**config.mk**
```make
export PLATFORM = sky130hd
export DESIGN_NAME = scs_channel_status
export DESIGN_NICKNAME = d
export VERILOG_FILES = /design/src/scs_pkg.sv /design/src/scs_channel_status.sv
export VERILOG_INCLUDE_DIRS = /design/src
export SDC_FILE = /design/constraint.sdc
export NUM_CORES = 1
export LEC_CHECK = 0
export BUFFER_PORTS_ARGS = -buffer_cell sky130_fd_sc_hd__buf_4
export CORE_UTILIZATION = 40
export DETAILED_ROUTE_END_ITERATION = 10
export PLACE_DENSITY = 0.64
export SKIP_CTS_REPAIR_TIMING = 1
export SYNTH_ARGS = -nofsm -noshare
export SYNTH_HDL_FRONTEND = slang
export SYNTH_SLANG_ARGS = --single-unit
```
**constraint.sdc**
```tcl
create_clock -name clk_i -period 1.8 [get_ports clk_i]
set_clock_uncertainty 0.15 [all_clocks]
set_input_delay 0.27 -clock clk_i [delete_from_list [all_inputs] [get_ports clk_i]]
set_output_delay 0.27 -clock clk_i [all_outputs]
set_load 0.02 [all_outputs]
```
**src/scs_consts.svh**
```systemverilog
// Register offsets, field positions and reset values of the serial channel status block.
`ifndef SCS_CONSTS_SVH
`define SCS_CONSTS_SVH
`define SCS_OFF_STATUS 8'h00
`define SCS_OFF_STATUS_LO 8'h01
`define SCS_OFF_MASK 8'h02
`define SCS_OFF_VECTOR 8'h03
`define SCS_OFF_EOB 8'h04
`define SCS_BIT_DCD_CHG 15
`define SCS_BIT_CTS_CHG 14
`define SCS_BIT_DCD 13
`define SCS_BIT_CTS 12
`define SCS_BIT_BUSY 11
`define SCS_BIT_BADCFG 10
`define SCS_BIT_RXDATA 9
`define SCS_BIT_TXFREE 8
`define SCS_BIT_BREAK 7
`define SCS_BIT_FRAME 6
`define SCS_BIT_PARITY 5
`define SCS_BIT_OVERRUN 4
`define SCS_BIT_TXEMPTY 3
`define SCS_BIT_TXRDY 2
`define SCS_BIT_FFULL 1
`define SCS_BIT_RECEIVE_CHAR_PRESENT 0
`define SCS_MSK_MODEM 7
`define SCS_MSK_ERROR 6
`define SCS_MSK_BREAK 5
`define SCS_MSK_RXDATA 4
`define SCS_MSK_TXFREE 3
`define SCS_RST_BYTE 8'h00
`define SCS_RST_WORD 16'h0000
`define SCS_LEVEL_OFF 3'h0
`endif

```
**src/scs_pkg.sv**
```systemverilog
// Types shared by the serial channel status block.
package scs_pkg;
  typedef struct packed {
    logic break_seen;
    logic framing_error;
    logic parity_error;
    logic overrun;
    logic transmitter_empty;
    logic transmitter_ready;
    logic receive_fifo_full;
    logic receive_char_present;
  } scs_rxtx_ev_t;
  typedef struct packed {
    logic modem_change_irq_enable;
    logic error_irq_enable;
    logic line_break_irq_enable;
    logic receive_data_irq_enable;
    logic transmit_space_irq_enable;
    logic [2:0] channel_irq_level;
  } scs_mask_t;
  typedef enum logic [1:0] {
    SCS_IDLE = 2'b00,
    SCS_REQ = 2'b01,
    SCS_ACK = 2'b10
  } scs_irq_state_t;
endpackage

```
**src/scs_channel_status.sv**
```systemverilog
// Status, interrupt mask, vector and end-of-block logic for one serial channel.
`include "scs_consts.svh"
`timescale 1ns/1ps
`default_nettype none
// Functional notes
// RULE1: Host alters status only by locked read-modify-write.
// RULE2: Modem line changes set change bits 15, 14.
// RULE3: Bits 13, 12 follow present DCD, CTS levels.
// RULE4: Raising a channel interrupt sets busy bit 11; code sets it only when the request is acknowledged.
// RULE5: Busy anywhere holds interrupts; pending ones are kept.
// RULE6: Illegal field at run start sets bit 10.
// RULE7: End-of-block or timeout sets receive data bit 9.
// RULE8: Host clears receive flag, then kicks receive.
// RULE9: Host clears transmit flag bit 8, then kicks.
// RULE10: Low eight bits sticky; only host clears.
// RULE11: Long space on receive line sets bit 7.
// RULE12: Missing stop bit sets framing bit 6.
// RULE13: Parity error bit 5, never with no parity.
// RULE14: Lost characters set overrun bit 4.
// RULE15: Nothing left to send sets bit 3.
// RULE16: Full receive FIFO sets bit 1.
// RULE17: Character in receive FIFO sets bit 0.
// RULE18: Every enabled event interrupts, even when bit set.
// RULE19: Mask bits 7 to 3 enable event sources.
// RULE20: Level field bits 2-0 picks level; zero disables.
// RULE21: Acknowledge cycle returns the vector register.
// RULE22: Nonzero end-of-block match sets receive flag.
// RULE23: Host leaves control registers alone while running.
module scs_channel_status
  import scs_pkg::*;
(
  input wire logic clk_i,
  input wire logic rst_i,
  input wire logic reg_wr_i,
  input wire logic reg_rd_i,
  input wire logic [7:0] reg_addr_i,
  input wire logic [15:0] reg_wdata_i,
  input wire logic [1:0] reg_be_i,
  output logic [15:0] reg_rdata_o,
  input wire logic dcd_i,
  input wire logic cts_i,
  input wire scs_rxtx_ev_t rxtx_ev_i,
  input wire logic parity_none_i,
  input wire logic rx_char_valid_i,
  input wire logic [7:0] rx_char_i,
  input wire logic rx_timeout_i,
  input wire logic tx_space_i,
  input wire logic run_set_i,
  input wire logic config_bad_i,
  input wire logic other_busy_i,
  input wire logic iack_i,
  output logic [2:0] irq_level_o,
  output logic irq_req_o,
  output logic [7:0] irq_vector_o,
  output logic busy_o
);

  logic [15:0] status_q;
  logic [15:0] status_set;
  logic [15:0] status_clr;
  scs_mask_t mask_q;
  logic [7:0] vector_q;
  logic [7:0] eob_q;
  logic dcd_q;
  logic cts_q;
  logic pend_q;
  logic ev_irq;
  logic eob_hit;
  scs_irq_state_t state_q;

  // A received character equal to a nonzero end-of-block code ends the block early.
  assign eob_hit = rx_char_valid_i && (eob_q != `SCS_RST_BYTE) && (rx_char_i == eob_q); // [RULE22]

  always_comb
  begin
    status_set = `SCS_RST_WORD;
    status_set[`SCS_BIT_DCD_CHG] = dcd_i ^ dcd_q; // [RULE2]
    status_set[`SCS_BIT_CTS_CHG] = cts_i ^ cts_q; // [RULE2]
    status_set[`SCS_BIT_BUSY] = (state_q == SCS_REQ) && iack_i; // [RULE4]
    status_set[`SCS_BIT_BADCFG] = run_set_i && config_bad_i; // [RULE6]
    status_set[`SCS_BIT_RXDATA] = eob_hit || rx_timeout_i; // [RULE7]
    status_set[`SCS_BIT_TXFREE] = tx_space_i;
    status_set[`SCS_BIT_BREAK] = rxtx_ev_i.break_seen; // [RULE11]
    status_set[`SCS_BIT_FRAME] = rxtx_ev_i.framing_error; // [RULE12]
    status_set[`SCS_BIT_PARITY] = rxtx_ev_i.parity_error && !parity_none_i; // [RULE13]
    status_set[`SCS_BIT_OVERRUN] = rxtx_ev_i.overrun; // [RULE14]
    // Empty while buffer drained or the host still holds the free flag.
    status_set[`SCS_BIT_TXEMPTY] = rxtx_ev_i.transmitter_empty
      || status_q[`SCS_BIT_TXFREE]; // [RULE15]
    status_set[`SCS_BIT_TXRDY] = rxtx_ev_i.transmitter_ready;
    status_set[`SCS_BIT_FFULL] = rxtx_ev_i.receive_fifo_full; // [RULE16]
    status_set[`SCS_BIT_RECEIVE_CHAR_PRESENT] = rxtx_ev_i.receive_char_present; // [RULE17]
  end

  // The clear mask comes from a status write: a one written clears that bit.
  always_comb
  begin
    status_clr = `SCS_RST_WORD;
    if (reg_wr_i && reg_addr_i == `SCS_OFF_STATUS)
    begin
      status_clr[15:8] = reg_be_i[1] ? reg_wdata_i[15:8] : `SCS_RST_BYTE;
      status_clr[7:0] = reg_be_i[0] ? reg_wdata_i[7:0] : `SCS_RST_BYTE;
    end
  end

  always_comb
  begin
    ev_irq = 1'b0;
    if (mask_q.modem_change_irq_enable)
      ev_irq = ev_irq || status_set[`SCS_BIT_DCD_CHG] || status_set[`SCS_BIT_CTS_CHG];
    if (mask_q.error_irq_enable)
      ev_irq = ev_irq || status_set[`SCS_BIT_FRAME] || status_set[`SCS_BIT_PARITY]
        || status_set[`SCS_BIT_OVERRUN] || status_set[`SCS_BIT_BADCFG];
    if (mask_q.line_break_irq_enable)
      ev_irq = ev_irq || status_set[`SCS_BIT_BREAK];
    if (mask_q.receive_data_irq_enable)
      ev_irq = ev_irq || status_set[`SCS_BIT_RXDATA];
    if (mask_q.transmit_space_irq_enable)
      ev_irq = ev_irq || status_set[`SCS_BIT_TXFREE];
  end // [RULE19]

  // Change bits, busy and host flags are sticky; the low byte never clears itself.
  always_ff @(posedge clk_i)
  begin
    if (rst_i)
      status_q <= `SCS_RST_WORD;
    else
    begin
      status_q <= status_set | (status_q & ~status_clr); // [RULE10] [RULE1] [RULE8] [RULE9]
      status_q[`SCS_BIT_DCD] <= dcd_i; // [RULE3]
      status_q[`SCS_BIT_CTS] <= cts_i; // [RULE3]
    end
  end

  always_ff @(posedge clk_i)
  begin
    if (rst_i)
    begin
      dcd_q <= 1'b0;
      cts_q <= 1'b0;
    end
    else
    begin
      dcd_q <= dcd_i;
      cts_q <= cts_i;
    end
  end

  // Control registers take writes at any time; the host keeps them still while running.
  always_ff @(posedge clk_i)
  begin
    if (rst_i)
    begin
      mask_q <= `SCS_RST_BYTE;
      vector_q <= `SCS_RST_BYTE;
      eob_q <= `SCS_RST_BYTE;
    end
    else if (reg_wr_i && reg_be_i[0])
    begin
      if (reg_addr_i == `SCS_OFF_MASK)
        mask_q <= reg_wdata_i[7:0];
      else if (reg_addr_i == `SCS_OFF_VECTOR)
        vector_q <= reg_wdata_i[7:0];
      else if (reg_addr_i == `SCS_OFF_EOB)
        eob_q <= reg_wdata_i[7:0];
    end
  end

  // Pending survives a busy hold, so no enabled event is forgotten.
  always_ff @(posedge clk_i)
  begin
    if (rst_i)
      pend_q <= 1'b0;
    else if (ev_irq)
      pend_q <= 1'b1; // [RULE18]
    else if (state_q == SCS_REQ && iack_i)
      pend_q <= 1'b0;
  end

  always_ff @(posedge clk_i)
  begin
    if (rst_i)
      state_q <= SCS_IDLE;
    else
    begin
      case (state_q)
        SCS_IDLE:
          if (pend_q && !status_q[`SCS_BIT_BUSY] && !other_busy_i
              && mask_q.channel_irq_level != `SCS_LEVEL_OFF) // [RULE5] [RULE20]
            state_q <= SCS_REQ;
        SCS_REQ:
          if (iack_i)
            state_q <= SCS_ACK;
          else if (mask_q.channel_irq_level == `SCS_LEVEL_OFF)
            state_q <= SCS_IDLE; // [RULE20]
        SCS_ACK:
          state_q <= SCS_IDLE;
        default:
          state_q <= SCS_IDLE;
      endcase
    end
  end

  always_ff @(posedge clk_i)
  begin
    if (rst_i)
    begin
      irq_req_o <= 1'b0;
      irq_level_o <= `SCS_LEVEL_OFF;
      irq_vector_o <= `SCS_RST_BYTE;
      busy_o <= 1'b0;
    end
    else
    begin
      irq_req_o <= (state_q == SCS_IDLE && pend_q && !status_q[`SCS_BIT_BUSY]
        && !other_busy_i && mask_q.channel_irq_level != `SCS_LEVEL_OFF)
        || (state_q == SCS_REQ && !iack_i
        && mask_q.channel_irq_level != `SCS_LEVEL_OFF);
      irq_level_o <= mask_q.channel_irq_level; // [RULE20]
      irq_vector_o <= vector_q; // [RULE21]
      busy_o <= status_set[`SCS_BIT_BUSY] || (status_q[`SCS_BIT_BUSY]
        && !status_clr[`SCS_BIT_BUSY]); // [RULE5]
    end
  end

  // Read data is registered, one cycle after the strobe; unmapped offsets read zero.
  always_ff @(posedge clk_i)
  begin
    if (rst_i)
      reg_rdata_o <= `SCS_RST_WORD;
    else if (reg_rd_i)
    begin
      if (reg_addr_i == `SCS_OFF_STATUS)
        reg_rdata_o <= status_q;
      else if (reg_addr_i == `SCS_OFF_MASK)
        reg_rdata_o <= {`SCS_RST_BYTE, mask_q};
      else if (reg_addr_i == `SCS_OFF_VECTOR)
        reg_rdata_o <= {`SCS_RST_BYTE, vector_q};
      else if (reg_addr_i == `SCS_OFF_EOB)
        reg_rdata_o <= {`SCS_RST_BYTE, eob_q};
      else
        reg_rdata_o <= `SCS_RST_WORD;
    end
  end

endmodule
`default_nettype wire

```
# Word-level counts from Yosys, hierarchy flattened
# Cells that the tools add are included.
[word_totals]
register_bits = 74
input_bits = 56
[classes]
bitwise = 7
mux = 18
eq_ne = 7
n_reduce_logical = 44
[ops]
columns = ["op", "count"]
rows = [
  ["2-to-1 mux 8 bit", 5],
  ["2-to-1 mux 16 bit", 2],
  ["logical AND 1 bit", 17],
  ["AND 16 bit", 1],
  ["== test 8 x 2 -> 1 bit, second input constant", 2],
  ["inverter 16 bit", 1],
  ["OR 16 bit", 1],
  ["logical OR 1 bit", 12],
  ["== test 8 x 3 -> 1 bit, second input constant", 1],
  ["== test 8 bit", 1],
  ["logical NOT 8 bit", 1],
  ["nonzero test 8 bit", 1],
  ["2-to-1 mux 1 bit", 7],
  ["2-to-1 mux 2 bit", 3],
  ["logical NOT 1 bit", 5],
  ["one-hot mux 2 bit (2 select lines)", 1],
  ["AND reduction 2 bit", 2],
  ["AND reduction 4 bit", 1],
  ["logical NOT 3 bit", 1],
  ["!= test 3 x 2 -> 1 bit, second input constant", 1],
  ["AND reduction 3 bit", 1],
  ["nonzero test 3 bit", 1],
  ["== test 2 x 1 -> 1 bit, second input constant", 1],
  ["logical NOT 2 bit", 1],
  ["4 further kinds", 6],
]

# Logic depth before layout (Yosys ltp)
# Gate-level depths: netlist (run 1).
[logic_depth]
depth_word = 15
ltp_mapped = 6
mapped_depth_nobuf = 4

# Worst setup path after synthesis (run 1)
# OpenSTA, ideal clock, no wires.
[synth_timing]
path_type = "input-to-reg"
from = "input reg_addr_i[7]"
to = "register status_q[15]"
slack_ns = -0.155
required_time_ns = 1.518
arrival_time_ns = 1.673
n_path_buf = 1
setup_time_ns = 0.132
path_stages = 5
path_cell_list = "or4_4 -> buf_6 -> or4_4 -> o21ai_1 -> a21oi_1"
[synth_between]
elab_chain_cells = 6
[synth_lines]
columns = ["element", "line", "source"]
rows = [
  ["from (decl)", "scs_channel_status.sv:36", "input wire logic [7:0] reg_addr_i,"],
  ["logical NOT 8 bit (no line)", "n/a", ""],
  ["logical AND 1 bit (no line)", "n/a", ""],
  ["2-to-1 mux 16 bit", "scs_channel_status.sv:99", "if (reg_wr_i && reg_addr_i == `SCS_OFF_STATUS)"],
  ["inverter 16 bit", "scs_channel_status.sv:129", "status_q <= status_set | (status_q & ~status_clr);"],
  ["AND 16 bit", "scs_channel_status.sv:129", ""],
  ["OR 16 bit", "scs_channel_status.sv:129", ""],
  ["to (signal assigned)", "scs_channel_status.sv:129", ""],
  ["to (signal, indexed assignment)", "scs_channel_status.sv:130", "status_q[`SCS_BIT_DCD] <= dcd_i;"],
  ["to (signal, indexed assignment)", "scs_channel_status.sv:131", "status_q[`SCS_BIT_CTS] <= cts_i;"],
  ["to (decl)", "scs_channel_status.sv:58", "logic [15:0] status_q;"],
]
# No other way between the ends.
# A chain may end at the register's enable or synchronous reset.

# Worst setup path after layout (run 1)
[layout_timing]
from = "input reg_addr_i[7]"
to = "register status_q[1]"
# Same word-level chain as after synthesis.

==> metrics.yaml, run 1 <==
min_from: "cts_i"
start_util: 0.413
dp_hpwl_um: 5780
powerDensity_mw_per_mm2: 780
power.net_switching_uw: 735
crit_type: "input pin to flop"
comb_power_share: 0.084
synthDominantCellAreaShare: 0.474
intPower_mw: 2.36
pre_cts_slack_ps: -305
drc: 0
period_share: 0.929
rows: 31
grt_pass1_vias: 2392
min_delay_path_depth: 2
grt-ovfl-total: 0
gp_congestion: 0.887
synth_seq_area_share: 0.474
firstDrtPassIters: 4
drt-total-wl_um: 7690
critPathMaxFanout: 8
syn-cell-area_mm2: 0.00300
antenna_found_initial: 0
synth_area_leaders: "dfxtp_1 (47%), mux2i_1 (11%), o21ai_0 (4.0%)"
drive_above_1_share: 0.282
grt_usage: 0.208
grt_pass1_wl_um: 11900
synth.top_cells.by_count: "dfxtp_1 (71), mux2i_1 (32), nor2_1 (29)"
synth_top_area_cell: "dfxtp_1"
drv_slew: 0
vias: 2633
cpPeakStageDelay_ps: 580
drtIter0Drc: 126
clkSinkCount: 71
nFillCells: 682
path_clk_slew_ps: 70
leakage_nw: 1.67
status: "finished, final reports clean"
peakVddDrop_mv: 0.301
startpoint_type: "input pin"
ys.flop_type: "dfxtp_1"
seqPwrFrac: 0.520
worstReg2RegEnd: "status_q[9]"
area_growth_pct: 32.3
syn_area_per_cell_um2: 9.05
syn_inst: 331
hold_violations: 0
grt_max_degree: 46
layout.nets: 470
worst_slack_ps: 128
wire_per_inst_um: 14.8
ant_nets: 0
die_area_mm2: 0.00784
io_pins: 85
end_kind: "flop"
min_to: "status_q[12]"
dieWidth_um: 88.6
cp.required_ps: 1870
path_buf_inv: 1
core_area_mm2: 0.00725
cp_slowest_cell: "or4_4"
max_cap_viol_count: 0
rr_startpoint: "eob_q[0]"
cts_buffers: 9
reg2reg_depth: 4
setup_viol: 0
synth-edff-count: 0
rsz0062_at_grt: "no"
rrSetupSlack_ps: 270
die_h_um: 88.6
htreeDepth: 3
clk_path_buf_depth: 2
cp.arrival_ps: 1740
ys_types: 38
ys.warnings.count: 0
insertion_delay_ps: 340
post-route-util: 0.546
syn-num-nets: 387
setup_tns_ps: 0
n_antenna_cell: 0
crit_family: "simple AND/OR/NAND/NOR gates"
path_cells: "buf_4 > or4_4 > or3_1 > o21ai_1 > a21oi_1"
period_minus_slack_ps: 1670
cts-root-buf: "clkbuf_8"
vias_per_cell: 5.08
tightestPinTransition_ps: 579
final_cells: 518
yosysMostFrequentCell: "dfxtp_1"
relSlewSlack: 0.612
p_clk_frac: 0.396
max_freq_mhz: 598
synthArstFlopShare: 0
hold_class: "input pin to flop"
cts_tree: "built"
swShare: 0.238
yosys_register_bits: 71
io_buffer_count: 82
place_inst: 502
power groups by stage:
stage / combinational, mW / sequential, mW / clock [mW]
2_1_floorplan: 0.118 / 1.64 / 0
3_3_place_gp: 0.257 / 1.64 / 0
3_5_place_dp: 0.261 / 1.65 / 0
4_1_cts: 0.262 / 1.61 / 1.26
5_1_grt: 0.288 / 1.61 / 1.32
6_report: 0.261 / 1.61 / 1.22
cell type report:
| cell class | count | area (um2) | share of cell area |
|---|---|---|---|
| well taps | 99 | 124 | 0.0313 |
| clock inverters | 6 | 61.3 | 0.0155 |
| repair buffers | 92 | 728 | 0.184 |
| flip-flops and latches | 71 | 1420 | 0.359 |
| multi-input cells | 224 | 1440 | 0.364 |
| clock buffers | 10 | 128 | 0.0322 |
| inverters | 16 | 60.1 | 0.0152 |
registers in the layout, indices dropped and copies added, names as in the netlist:
register and count:
eob_q 8, irq_level_o 3, irq_req_o 1, irq_vector_o 8
mask_q 8, pend_q 1, reg_rdata_o 16, state_q 2
status_q 16, vector_q 8
routing by layer:
layer / up-vias / global-route usage / wire, um
li1: 1321 / - / -
met1: 1232 / 0.278 / 3590
met2: 69 / 0.334 / 3590
met3: 11 / 0.0261 / 363
met4: 0 / 0.101 / 151
met5: - / 0 / 0
worst max-delay path by stage:
stage | start | end | slack, ps | cells after the start
global placement | reg_addr_i[3] | status_q[1] | -280 | 6
global route | reg_addr_i[7] | status_q[5] | 80 | 5
CTS | reg_addr_i[3] | status_q[1] | 60 | 6
floorplan | reg_addr_i[7] | status_q[1] | -110 | 6
finish | reg_addr_i[7] | status_q[1] | 130 | 5
detailed placement | reg_addr_i[3] | status_q[1] | -310 | 6
cell usage in the layout, fill, tap and decap left out, types with 9 or more instances in the layout:
cell and instances:
buf_4 89, dfxtp_1 71, mux2i_1 32, nor2_1 29, a21oi_1 22, nand2_1 21, o21ai_0 17, inv_1 16
o21ai_1 14, nor2b_1 13, nand2b_1 10, nor3_1 10, nand3_1 9, clkbuf_8 9
kinds of logic after synthesis:
family	synth area share
compound gates	0.133
flops	0.474
simple gates	0.204
mux	0.111
buf+inv	0.0488
xor+xnor	0.0292
through the flow:
| stage | hold slack, ps | total power [mW] | area, um2 |
|---|---|---|---|
| after floorplan | 248 | 1.76 | 3030 |
| after global routing | 16.5 | 3.22 | 3960 |
| after detailed placement | 292 | 1.91 | 3770 |
| final | 6.60 | 3.09 | 3960 |
| after CTS | -10.6 | 3.13 | 3960 |
| after global placement | 271 | 1.90 | 3770 |
Note: power is estimated with default switching activity, not from simulation.
==> run 2, diff against run 1 <==
--- a/config.mk
+++ b/config.mk
@@ -10,6 +10,7 @@
 export CORE_UTILIZATION = 40
 export DETAILED_ROUTE_END_ITERATION = 10
 export PLACE_DENSITY = 0.64
+export SETUP_SLACK_MARGIN = 0.5
 export SKIP_CTS_REPAIR_TIMING = 1
 export SYNTH_ARGS = -nofsm -noshare
 export SYNTH_HDL_FRONTEND = slang
==> run 2 against run 1 <==
Compared with the run above:
- clock power shrank 13%
- non-clock buffer count grew 15
- global-route usage shrank 1.1 points
- first-iteration DRC count grew 1.6%
- die area is the same
- highest routed layer unchanged
- largest power group unchanged
- sequential power is essentially flat
- flip-flop and latch count is the same
==> metrics.yaml, run 2 (synthesis gave the netlist of run 1 again) <==
period_minus_slack_ps: 1690
worst_slack_ps: 113
n_antenna_cell: 0
layout_common_cells: "buf_4 (88), dfxtp_1 (62), mux2i_1 (32)"
vias: 2739
crit_type: "input pin to flop"
path_clk_slew_ps: 60
hold_class: "input pin to flop"
setup.worst_path.start: "reg_addr_i[7]"
peakVddDrop_mv: 0.397
grt-ovfl-total: 0
antenna_found_initial: 0
final_cells: 532
rows: 31
rr_startpoint: "eob_q[7]"
reg.largest.list: "reg_rdata_o: 16 flops, status_q: 16 flops"
status: "finished, final reports clean"
pre_cts_slack_ps: -295
io_pins: 85
power_mw: 3.00
vias_per_cell: 5.15
core_area_mm2: 0.00725
grt_usage: 0.197
drv_slew: 0
start_util: 0.413
period_share: 0.937
cts-root-buf: "clkbuf_8"
cp_slowest_cell: "or4_4"
dp_hpwl_um: 5830
p_clk_frac: 0.353
startpoint_type: "input pin"
intPower_mw: 2.29
gp_congestion: 0.853
cp.required_ps: 1880
htreeDepth: 3
tightestPinTransition_ps: 552
post-route-util: 0.614
reg2reg_depth: 4
seqPwrFrac: 0.540
power.net_switching_uw: 718
end_kind: "flop"
cpPeakStageDelay_ps: 600
io_buffer_count: 82
hold_violations: 0
max_cap_viol_count: 0
cp.arrival_ps: 1770
path_cells: "buf_6 > or4_4 > buf_4 > clkbuf_16 > nor3_2 > o21ai_1 > a32o_1"
critPathMaxFanout: 6
rsz0062_at_grt: "yes"
firstDrtPassIters: 4
drive_above_1_share: 0.439
comb_power_share: 0.107
place_inst: 507
grt_pass1_vias: 2381
insertion_delay_ps: 340
drtIter0Drc: 128
setup_viol: 0
swShare: 0.239
die_h_um: 88.6
wire_per_inst_um: 15.8
cts_buffers: 9
grt_pass1_wl_um: 11400
placed_area_mm2: 0.00379
layout.nets: 485
clk_path_buf_depth: 2
die_area_mm2: 0.00784
dieWidth_um: 88.6
layout_commonest_cell: "buf_4"
drc: 0
fin_area_mm2: 0.00445
setup_tns_ps: 0
powerDensity_mw_per_mm2: 675
min_delay_path_depth: 2
relSlewSlack: 0.630
ant_nets: 0
min_from: "dcd_i"
grt_max_degree: 36
leakage_nw: 1.86
area_growth_pct: 48.6
whs_ps: 8.56
drt-total-wl_um: 8420
max_freq_mhz: 593
cts_tree: "built"
clkSinkCount: 71
## run 2: power by group through the flow
stage                     Sequential, mW  Clock [mW]  Combinational [mW]
after floorplan                     1.64           0               0.122
after global placement              1.64           0               0.262
after detailed placement            1.65           0               0.265
after CTS                           1.61        1.09               0.266
after global routing                1.62        1.15               0.345
final                               1.62        1.06               0.321
## run 2: final timing paths
kind | endpoint | slack (ps)
min | status_q[13] | 9
max | reg_rdata_o[2] | 110
max reg2reg | pend_q | 310
min reg2reg | state_q[0] | 300
## run 2: layout make-up
class                   count  area [um2]
fillers                   632        2800
multi-input cells         224        1750
flip-flops and latches     71        1440
repair buffers            107         927
clock buffers              14         153
well taps                  99         124
inverters                  16        60.1
clock inverters             1        5.00
## run 2: layer usage
metal / track usage / vias to the layer above / share of wire
li1: - / 1348 / -
met1: 0.255 / 1302 / 0.44
met2: 0.329 / 73 / 0.49
met3: 0.0429 / 16 / 0.049
met4: 0.0616 / 0 / 0.021
met5: 0 / - / 0
## run 2: worst max-delay path, delay by kind of cell
kind	cells	cell delay [ps]
AO/OA/AOI/OAI	2	370
buffers and inverters	3	420
AND/OR/NAND/NOR	2	710
